===== src/zoc_pkg.sv =====
// zone control package: register map, fields, codes and carrier types
package zoc_pkg;
  localparam int ZOC_MAX_DEPTH = 8;
  localparam int ZOC_DEPTH_W = 4;
  localparam int ZOC_EV_W = 3;

  localparam logic [7:0] ZOC_ADDR_CTRL = 8'h00;
  localparam logic [7:0] ZOC_ADDR_STATUS = 8'h04;
  localparam logic [7:0] ZOC_ADDR_MASK = 8'h08;
  localparam logic [7:0] ZOC_ADDR_DEPTH = 8'h0C;
  localparam logic [7:0] ZOC_ADDR_SCANS = 8'h10;

  localparam int ZOC_CTRL_NEST_BIT = 0;
  localparam int ZOC_CTRL_FCLR_BIT = 1;
  localparam logic [31:0] ZOC_CTRL_RESET = 32'h0000_0001;
  localparam logic [31:0] ZOC_MASK_RESET = 32'h0000_0000;

  localparam int ZOC_EV_DEEP = 0;
  localparam int ZOC_EV_UNMATCHED = 1;
  localparam int ZOC_EV_SCAN = 2;

  localparam int ZOC_DEPTH_LSB = 0;
  localparam int ZOC_MAXD_LSB = 4;
  localparam int ZOC_FAULT_LSB = 8;
  localparam int ZOC_FACT_BIT = 24;

  // processor fault code 27-5
  localparam logic [7:0] ZOC_FAULT_MAJOR = 8'h1B;
  localparam logic [7:0] ZOC_FAULT_MINOR = 8'h05;

  typedef enum logic [3:0] {
    ZOC_OP_NOP,
    ZOC_OP_SCAN_BEGIN,
    ZOC_OP_SCAN_END,
    ZOC_OP_ZONE_START,
    ZOC_OP_ZONE_END,
    ZOC_OP_OUT_NONRET,
    ZOC_OP_RETENTIVE,
    ZOC_OP_EXEMPT_TIMER,
    ZOC_OP_SEQUENCER,
    ZOC_OP_SHIFT
  } zoc_op_e;

  typedef enum logic {
    ZOC_KIND_MASTER_RESET,
    ZOC_KIND_LAST_STATE
  } zoc_kind_e;

  typedef enum logic [1:0] {
    ZOC_ACT_EXECUTE,
    ZOC_ACT_DEENERGIZE,
    ZOC_ACT_HOLD
  } zoc_action_e;

  typedef struct packed {
    logic valid;
    zoc_op_e op;
    zoc_kind_e kind;
    logic cond;
  } zoc_inst_s;

  typedef struct packed {
    logic valid;
    zoc_op_e op;
    zoc_action_e action;
  } zoc_gate_s;

  typedef struct packed {
    logic eff;
    logic mcrOff;
    logic zclBlk;
  } zoc_level_s;
endpackage


===== src/zoc_zone_control.sv =====
// zone control gating for the ladder scan, with apb registers and irq
`timescale 1ns/100ps
module zoc_zone_control (
  // clock and reset
  input wire logic clk,
  input wire logic reset_n,
  // apb slave
  input wire logic psel,
  input wire logic penable,
  input wire logic pwrite,
  input wire logic [7:0] paddr,
  input wire logic [31:0] pwdata,
  output logic [31:0] prdata,
  output logic pready,
  output logic pslverr,
  // instruction stream from the scan engine
  input wire zoc_pkg::zoc_inst_s inst,
  // gating verdict, one cycle after the instruction
  output zoc_pkg::zoc_gate_s gate,
  // processor fault
  output logic faultActive,
  output logic [15:0] faultCode,
  // interrupt
  output logic irq
);

  localparam logic [zoc_pkg::ZOC_DEPTH_W-1:0] MAX_D =
    zoc_pkg::ZOC_DEPTH_W'(zoc_pkg::ZOC_MAX_DEPTH);

  // one entry per open zone, innermost at depth minus one
  zoc_pkg::zoc_level_s stack [zoc_pkg::ZOC_MAX_DEPTH];
  zoc_pkg::zoc_level_s top;
  zoc_pkg::zoc_level_s next_level;
  logic [zoc_pkg::ZOC_DEPTH_W-1:0] depth;
  logic [zoc_pkg::ZOC_DEPTH_W-1:0] maxDepth;
  logic [31:0] ctrl;
  logic [zoc_pkg::ZOC_EV_W-1:0] status;
  logic [zoc_pkg::ZOC_EV_W-1:0] mask;
  logic [zoc_pkg::ZOC_EV_W-1:0] events;
  logic [31:0] scanCount;
  logic tooDeep;
  logic unmatched;
  logic wrDone;
  logic setup;
  logic mapped;
  logic [31:0] rdValue;

  // verdict for one instruction given the innermost level
  function automatic zoc_pkg::zoc_action_e classify(
    input zoc_pkg::zoc_op_e op,
    input zoc_pkg::zoc_level_s lvl,
    input logic faulted
  );
    zoc_pkg::zoc_action_e act;
    act = zoc_pkg::ZOC_ACT_EXECUTE;
    // a fault freezes every class until software clears it
    if (faulted) begin
      act = zoc_pkg::ZOC_ACT_HOLD;
    end else if (!lvl.eff) begin
      unique case (op)
        zoc_pkg::ZOC_OP_OUT_NONRET: begin
          act = lvl.mcrOff ? zoc_pkg::ZOC_ACT_DEENERGIZE
                           : zoc_pkg::ZOC_ACT_HOLD;
        end
        zoc_pkg::ZOC_OP_RETENTIVE: begin
          act = zoc_pkg::ZOC_ACT_HOLD;
        end
        // only a false last-state level stops it
        zoc_pkg::ZOC_OP_EXEMPT_TIMER: begin
          act = lvl.zclBlk ? zoc_pkg::ZOC_ACT_HOLD
                           : zoc_pkg::ZOC_ACT_EXECUTE;
        end
        zoc_pkg::ZOC_OP_SEQUENCER: begin
          act = zoc_pkg::ZOC_ACT_HOLD;
        end
        zoc_pkg::ZOC_OP_SHIFT: begin
          act = zoc_pkg::ZOC_ACT_HOLD;
        end
        default: begin
          act = zoc_pkg::ZOC_ACT_EXECUTE;
        end
      endcase
    end
    return act;
  endfunction

  // innermost level; outside any zone all is enabled
  always_comb begin
    if (depth == '0) begin
      top = '{eff: 1'b1, mcrOff: 1'b0, zclBlk: 1'b0};
    end else begin
      top = stack[3'(depth - 4'd1)];
    end
  end

  // inner level effective only if all outer are true
  always_comb begin
    next_level.eff = top.eff & inst.cond;
    // a false outer level turns inner master-reset into hold
    next_level.mcrOff = top.eff & ~inst.cond &
      (inst.kind == zoc_pkg::ZOC_KIND_MASTER_RESET);
    next_level.zclBlk = top.zclBlk | (~inst.cond &
      (inst.kind == zoc_pkg::ZOC_KIND_LAST_STATE));
  end

  // depth limit; without nesting one level only
  always_comb begin
    tooDeep = 1'b0;
    unmatched = 1'b0;
    if (inst.valid) begin
      if (inst.op == zoc_pkg::ZOC_OP_ZONE_START) begin
        if (ctrl[zoc_pkg::ZOC_CTRL_NEST_BIT]) begin
          tooDeep = (depth == MAX_D);
        end else begin
          tooDeep = (depth != '0);
        end
      end
      // end without start, or start left open at scan end
      if (inst.op == zoc_pkg::ZOC_OP_ZONE_END) begin
        unmatched = (depth == '0);
      end
      if (inst.op == zoc_pkg::ZOC_OP_SCAN_END) begin
        unmatched = (depth != '0);
      end
    end
  end

  always_ff @(posedge clk) begin
    if (!reset_n) begin
      depth <= '0;
    end else if (inst.valid) begin
      unique case (inst.op)
        // a new scan drops any zone left open by a faulted scan
        zoc_pkg::ZOC_OP_SCAN_BEGIN: begin
          depth <= '0;
        end
        zoc_pkg::ZOC_OP_SCAN_END: begin
          depth <= '0;
        end
        zoc_pkg::ZOC_OP_ZONE_START: begin
          if (!tooDeep) begin
            depth <= depth + 4'd1;
          end
        end
        zoc_pkg::ZOC_OP_ZONE_END: begin
          // a stray end at depth zero faults instead of wrapping
          if (depth != '0) begin
            depth <= depth - 4'd1;
          end
        end
        default: begin
          depth <= depth;
        end
      endcase
    end
  end

  // level contents; stale entries above depth are unused
  always_ff @(posedge clk) begin
    if (!reset_n) begin
      for (int i = 0; i < zoc_pkg::ZOC_MAX_DEPTH; i++) begin
        stack[i] <= '0;
      end
    end else if (inst.valid && inst.op == zoc_pkg::ZOC_OP_ZONE_START &&
                 !tooDeep) begin
      stack[3'(depth)] <= next_level;
    end
  end

  // deepest nesting seen in the current scan, for software
  always_ff @(posedge clk) begin
    if (!reset_n) begin
      maxDepth <= '0;
    end else if (inst.valid && inst.op == zoc_pkg::ZOC_OP_SCAN_BEGIN) begin
      maxDepth <= '0;
    end else if (depth > maxDepth) begin
      maxDepth <= depth;
    end
  end

  // true or no zone and no fault: every writer executes in order
  always_ff @(posedge clk) begin
    if (!reset_n) begin
      gate <= '{valid: 1'b0, op: zoc_pkg::ZOC_OP_NOP,
                action: zoc_pkg::ZOC_ACT_EXECUTE};
    end else begin
      gate.valid <= inst.valid;
      gate.op <= inst.op;
      gate.action <= classify(inst.op, top,
                              faultActive | tooDeep | unmatched);
    end
  end

  // fault latches until software clears it; set wins
  always_ff @(posedge clk) begin
    if (!reset_n) begin
      faultActive <= 1'b0;
    end else if (tooDeep || unmatched) begin
      faultActive <= 1'b1;
    end else if (wrDone && paddr == zoc_pkg::ZOC_ADDR_CTRL &&
                 pwdata[zoc_pkg::ZOC_CTRL_FCLR_BIT]) begin
      faultActive <= 1'b0;
    end
  end

  // cause kept after a clear so software can still read it
  always_ff @(posedge clk) begin
    if (!reset_n) begin
      faultCode <= 16'h0000;
    end else if (tooDeep || unmatched) begin
      faultCode <= {zoc_pkg::ZOC_FAULT_MAJOR, zoc_pkg::ZOC_FAULT_MINOR};
    end
  end

  // free-running scan tally; wraps to zero after all ones
  always_ff @(posedge clk) begin
    if (!reset_n) begin
      scanCount <= 32'h0000_0000;
    end else if (inst.valid && inst.op == zoc_pkg::ZOC_OP_SCAN_END) begin
      scanCount <= scanCount + 32'h0000_0001;
    end
  end

  // one-cycle event pulses feeding the sticky status bits
  always_comb begin
    events = '0;
    events[zoc_pkg::ZOC_EV_DEEP] = tooDeep;
    events[zoc_pkg::ZOC_EV_UNMATCHED] = unmatched;
    events[zoc_pkg::ZOC_EV_SCAN] = inst.valid &&
      (inst.op == zoc_pkg::ZOC_OP_SCAN_END);
  end

  // apb: answer registered, so pready rises in the first access cycle
  assign setup = psel & ~penable;
  assign wrDone = psel & penable & pready & pwrite;

  // unmapped offsets answer with an error and read zero
  always_comb begin
    mapped = 1'b1;
    rdValue = 32'h0000_0000;
    unique case (paddr)
      zoc_pkg::ZOC_ADDR_CTRL: begin
        rdValue[zoc_pkg::ZOC_CTRL_NEST_BIT] =
          ctrl[zoc_pkg::ZOC_CTRL_NEST_BIT];
      end
      zoc_pkg::ZOC_ADDR_STATUS: begin
        rdValue[zoc_pkg::ZOC_EV_W-1:0] = status;
      end
      zoc_pkg::ZOC_ADDR_MASK: begin
        rdValue[zoc_pkg::ZOC_EV_W-1:0] = mask;
      end
      zoc_pkg::ZOC_ADDR_DEPTH: begin
        rdValue[zoc_pkg::ZOC_DEPTH_LSB +: 4] = depth;
        rdValue[zoc_pkg::ZOC_MAXD_LSB +: 4] = maxDepth;
        rdValue[zoc_pkg::ZOC_FAULT_LSB +: 16] = faultCode;
        rdValue[zoc_pkg::ZOC_FACT_BIT] = faultActive;
      end
      zoc_pkg::ZOC_ADDR_SCANS: begin
        rdValue = scanCount;
      end
      default: begin
        mapped = 1'b0;
      end
    endcase
  end

  // read data taken at setup, so no wait state is ever needed
  // limitation: a value moving during the access shows its old state
  always_ff @(posedge clk) begin
    if (!reset_n) begin
      pready <= 1'b0;
      pslverr <= 1'b0;
      prdata <= 32'h0000_0000;
    end else begin
      pready <= setup;
      pslverr <= setup & ~mapped;
      if (setup && !pwrite) begin
        prdata <= rdValue;
      end
    end
  end

  // only the nest bit is stored; the fault clear bit is a strobe
  always_ff @(posedge clk) begin
    if (!reset_n) begin
      ctrl <= zoc_pkg::ZOC_CTRL_RESET;
      mask <= zoc_pkg::ZOC_MASK_RESET[zoc_pkg::ZOC_EV_W-1:0];
    end else if (wrDone) begin
      if (paddr == zoc_pkg::ZOC_ADDR_CTRL) begin
        ctrl[zoc_pkg::ZOC_CTRL_NEST_BIT] <=
          pwdata[zoc_pkg::ZOC_CTRL_NEST_BIT];
      end
      if (paddr == zoc_pkg::ZOC_ADDR_MASK) begin
        mask <= pwdata[zoc_pkg::ZOC_EV_W-1:0];
      end
    end
  end

  // write one to clear; a new event in the same cycle survives
  always_ff @(posedge clk) begin
    if (!reset_n) begin
      status <= '0;
    end else if (wrDone && paddr == zoc_pkg::ZOC_ADDR_STATUS) begin
      status <= (status & ~pwdata[zoc_pkg::ZOC_EV_W-1:0]) | events;
    end else begin
      status <= status | events;
    end
  end

  // registered pin: glitch free, but one cycle behind status
  always_ff @(posedge clk) begin
    if (!reset_n) begin
      irq <= 1'b0;
    end else begin
      irq <= |(status & mask);
    end
  end

endmodule


===== config.mk =====
export PLATFORM = sky130hd
export DESIGN_NAME = zoc_zone_control
export DESIGN_NICKNAME = d
export VERILOG_FILES = /design/src/zoc_pkg.sv /design/src/zoc_zone_control.sv
export SDC_FILE = /design/constraint.sdc
export NUM_CORES = 1
export LEC_CHECK = 0
export BUFFER_PORTS_ARGS = -buffer_cell sky130_fd_sc_hd__buf_2
export CAP_MARGIN = 40
export CORE_AREA = 2 2 80 139
export CTS_CLUSTER_DIAMETER = 150
export DETAILED_ROUTE_END_ITERATION = 10
export DIE_AREA = 0 0 82 141
export GPL_TIMING_DRIVEN = 0
export PLACE_DENSITY_LB_ADDON = 0.08
export SLEW_MARGIN = 40
export SYNTH_ARGS = -nofsm -noshare
export SYNTH_HDL_FRONTEND = slang
export SYNTH_SLANG_ARGS = --single-unit

===== constraint.sdc =====
create_clock -name clk -period 3.7 [get_ports clk]
set_clock_uncertainty 0.05 [all_clocks]
set_input_delay 0.37 -clock clk [delete_from_list [all_inputs] [get_ports clk]]
set_output_delay 0.37 -clock clk [all_outputs]
set_load 0.02 [all_outputs]

# Word level (Yosys, flattened, before mapping)
# Memory sizes are Yosys's and may differ from the RTL's.
# Cells that the tools add are included.
# op_classes
bitwise_logic	22
div_mod_pow	0
shift	0
order_cmp	1
eq_ne	16
addsub	3
n_mux	30
n_mul	0
reduce_logical	26
# op_table
op	count
case mux 22 bit (2 select lines)	1
adder 32 x 1 -> 32 bit (second input constant)	1
== test 4 x 3 -> 1 bit (second input constant)	4
== test 8 x 4 -> 1 bit (second input constant)	2
two-way mux 1 bit	14
== test 4 bit (second input constant)	3
two-way mux 3 bit	4
case mux 4 bit (3 select lines)	1
OR reduction 3 bit	4
AND 1 bit	9
== test 4 x 2 -> 1 bit (second input constant)	2
== test 8 x 3 -> 1 bit (second input constant)	1
== test 8 x 5 -> 1 bit (second input constant)	1
logical AND 1 bit	8
logical NOT 8 bit	1
two-way mux 2 bit	4
two-way mux 4 bit	2
case mux 2 bit (4 select lines)	1
two-way mux 7 bit	1
AND 3 bit	2
bitwise OR 3 bit	2
case mux 2 bit (3 select lines)	1
NOT 1 bit	5
case mux 1 bit (5 select lines)	1
other kinds (17)	23
# word_totals
romBits	0
ff_bits	91
inputBits	52
latchBits	0
output_inout_bits	59
n_memories	1
ram_bits	24
elab_cells	115
# memory_table
memory	words	word_bits	read_ports	rd_clocked_by_memory_dff	write_ports	line	rtl
stack	8	3	1	0	8	zoc_zone_control.sv:31	zoc_pkg::zoc_level_s stack [zoc_pkg::ZOC_MAX_DEPTH];

# Longest topological paths before layout
# depth
depth_word	11
depth_mapped	11
depth_no_buf	8

# Worst setup path after synthesis
# OpenSTA, ideal clock, no wires.
# synth_timing
path_kind	reg-to-reg
startpoint	register depth[0] (netlist bit)
endpoint	memory stack[5][1] (netlist bit), data pin
path_slack_ps	966
path_stages_with_launch	12
n_path_buf	4
synth_period_minus_slack_ps	2734
setup_time_ps	257
arrival_ps	2427
required_time_ps	3393
cell_sequence	dfxtp_1 buf_6 clkbuf_1 inv_1 ha_1 clkbuf_1 mux4_2 mux2_2 nor2_2 or3_1 buf_2 nor2_1
# synth_lines
item	line	rtl
from (decl)	zoc_zone_control.sv:34	logic [zoc_pkg::ZOC_DEPTH_W-1:0] depth;
from (signal assigned)	zoc_zone_control.sv:142	depth <= depth + 4'd1;
from (signal assigned)	zoc_zone_control.sv:148	depth <= depth - 4'd1;
from (signal assigned)	zoc_zone_control.sv:152	depth <= depth;
to (decl)	zoc_zone_control.sv:31	

==> impl_results.md <==
* I/O pin cnt at 111
* Storage element area at 2540 um2
* Largest net degree at the start of global routing at 17
* Design Power at 0.00303 W
* Relative slew slack at 0.543
* Sequential cell area fraction in the yosys report at 0.455
* CTS root buf: clkbuf_16
* RSZ-0062 raised after global routing: false
* Worst-path cell chain: buf_6 -> clkbuf_2 -> inv_1 -> ha_1 -> clkbuf_1 -> mux4_2 -> mux2_2 -> nor2_2 -> or3_1 -> buf_2 -> nor2_1
* Fill cells at 918
* Initial Utilization at 0.532
* Total gr overflow at 0
* IO Port Bufs at 67
* DR WL/cell at 17.4 um
* CP Launch Type: flip-flop
* Final count of hold timing violations at 0
* Drt pass-1 iters at 5
* Placement row count at 50
* Worst path arrival time at 3390 ps
* EDFF count, synth at 24
* #FFs+latches synth at 115
* Synthesized cell area at 5590 um2
* Global-route wire length before repair at 22700 um
* Syn avg cell area at 9.73 um2
* PwrDens at 453 nW/um2
* Antenna-violating nets left at 0
* Async SR Flop Fraction at 0
* Most common cell in the netlist: dfxtp_1
* Layout Nets at 729
* Share of cells above drive strength 1 at 0.226
* Bufs on Longest Clock Path at 2
* Period utilisation layout at 0.888
* CP Buf/Inv Count at 5
* Post-detail-place hpwl at 10700 um
* Synth cell types at 66
* Gr usage total at 0.262
* Worst-Skew Late Latency at 410 ps
* Gate power share at 0.062
* Core ar. at 10500 um2
* Sw frac at 0.224
* Hold/Removal Path Class: in -> reg
* Crit-path max FO at 10
* Post-CTS setup buffers at 0
* DR vias at 4582
* Fin Hold WS at 177 ps
* Antenna violations before repair at 0
* Area Overhead vs Synth at 19.9%
* Top_reg_cell synth: dfxtp_1
* Setup Total Neg Slack at 0 ps
* Slew @ Worst Pin at 677 ps
* Slowest cell on the critical path: mux4_2
* DIE AREA at 11600 um2
* Final core occ at 0.637
* Antenna cells at 0
* Die Height at 141 um
* Top post-synthesis cells by count: dfxtp_1 (91), nand2_1 (51), nor2_1 (44)
* CTS tree: yes
* CTS buffer count at 17
* Vias per std cell at 5.65
* Max IR drop VDD at 0.363 mV
* Clock share of power at 0.506
* Fmax at 304 MHz
* Path type of the worst setup path: reg -> reg
* Placed cell count at 780
* Filler-free cell count of the finished design at 811
* Status: completed
* WP data required at 3810 ps
* Max-slew violations at 0
* Crit. End Element: flip-flop
* Syn. warnings at 0
* Final min period at 3280 ps
* Internal at 0.00235 W
* CTS Hold Bufs at 0
* FF-to-FF Start: depth[0]
* Cell accounting for the most synthesized area: dfxtp_1
* Vias in the first global route at 4676
* Post-Route WL at 14100 um
* Part of the power in registers at 0.432
* Mapped Cells at 574
* GPL Wtd Cong at 0.921
* Psw at 0.000680 W
* Hold_sp: reset_n
* Initial DRC count at 243
* Setup-failing EPs final at 0
* Multi-input gate area at 2770 um2
* Leakage power at 2.75 nW
* H-Tree Level Count at 4
* Drc violations at 0
* Crit path max-delay family: buffers and inverters
* Die Wd at 82 um
* Maxcap violations at 0
* Ranking of synthesized cells by area: dfxtp_1 (33%), edfxtp_1 (13%), and2_1 (4.4%)
* Worst-path clk slew at 50 ps
* Post-CTS Resized at 0
* CP startpoint: depth[0]
* Area share of the largest cell type after synthesis at 0.326
* Slowest stage delay, CP at 410 ps
* Clock sink total at 115
[final timing paths]
kind	end	slack (ps)	depth (start not counted)
setup / recovery	stack[7][1]	420	11
setup reg to reg	stack[7][1]	420	11
hold / removal	gate[4]	180	2
hold reg to reg	status[0]	440	2
[cell type report]
cell class / instances / area share
Sequential cell: 115 / 0.380
Clock buffer: 22 / 0.0725
Inverter: 13 / 0.00729
Clock inverter: 9 / 0.0118
Tap cell: 130 / 0.0243
Timing Repair Buffer: 67 / 0.0501
Buffer: 46 / 0.0409
Multi-Input combinational cell: 409 / 0.413
[state kept, by name (all words and copies together), names as in the netlist]
register and cells:
ctrl 1, depth 4, faultActive 1, faultCode 1, gate 7, irq 1
mask 3, maxDepth 4, prdata 32, pready 1, pslverr 1, scanCount 32
stack 24, status 3
[stage by stage]
stage                     area (um2)  setup WS, ps
after detailed placement        6120          44.6
after CTS                       6690          2.64
after global placement          6120           103
after floorplan                 5620           966
final                           6700           416
after global routing            6700           272
[layout by cell type, fill, tap and decap left out, drive strengths merged, types with 3 or more instances in the layout]
master  synthesis  final
a22oi          26     26
and3            6      6
nand3          16     16
nand2b          4      4
xor2           10     10
xnor2          20     20
nor2b          34     34
clkinv          0      6
o21a            4      4
mux2i          15     15
nor3b           3      3
clkbuf         20     42
nand4b          3      3
edfxtp         24     24
ha              8      8
nor3           12     12
a21oi          17     17
buf            26     93
a211oi          3      3
nor4            4      4
or3             5      5
o21ai          24     24
inv            13     13
conb            1     10
mux4            5      5
dfxtp          91     91
nor2           45     45
nand4          11     11
a21boi          5      5
nand2          51     51
and4            4      4
and2           39     39
[kinds of logic (layout without fill, tap and decap cells)]
logic type      count (synthesis)  in the layout  synth area share
flops                         115            115             0.455
mux                            21             21            0.0490
compound gates                 93             93             0.110
xor+xnor                       30             30            0.0484
fa+ha+maj                       8              8            0.0179
other cells                     1             10          0.000671
simple gates                  247            247             0.261
buf+inv                        59            157            0.0576
[metal layers]
metal,global-route usage,part of all wire,wire (um),vias up
met5,0,0,0,-
met4,0.154,0.046,648,0
met3,0.0608,0.053,752,43
met2,0.492,0.56,7910,180
met1,0.244,0.34,4790,2169
li1,-,-,-,2190
[power by group through the flow]
stage          combinational [W]  clock [W]  sequential (W)
4_1_cts                 0.000186    0.00155         0.00131
3_3_place_gp            0.000181          0         0.00133
5_1_grt                 0.000205    0.00162         0.00131
2_1_floorplan           0.000115          0         0.00134
3_5_place_dp            0.000185          0         0.00133
6_report                0.000189    0.00154         0.00131
No activity file was read; power rests on OpenSTA's default activity.
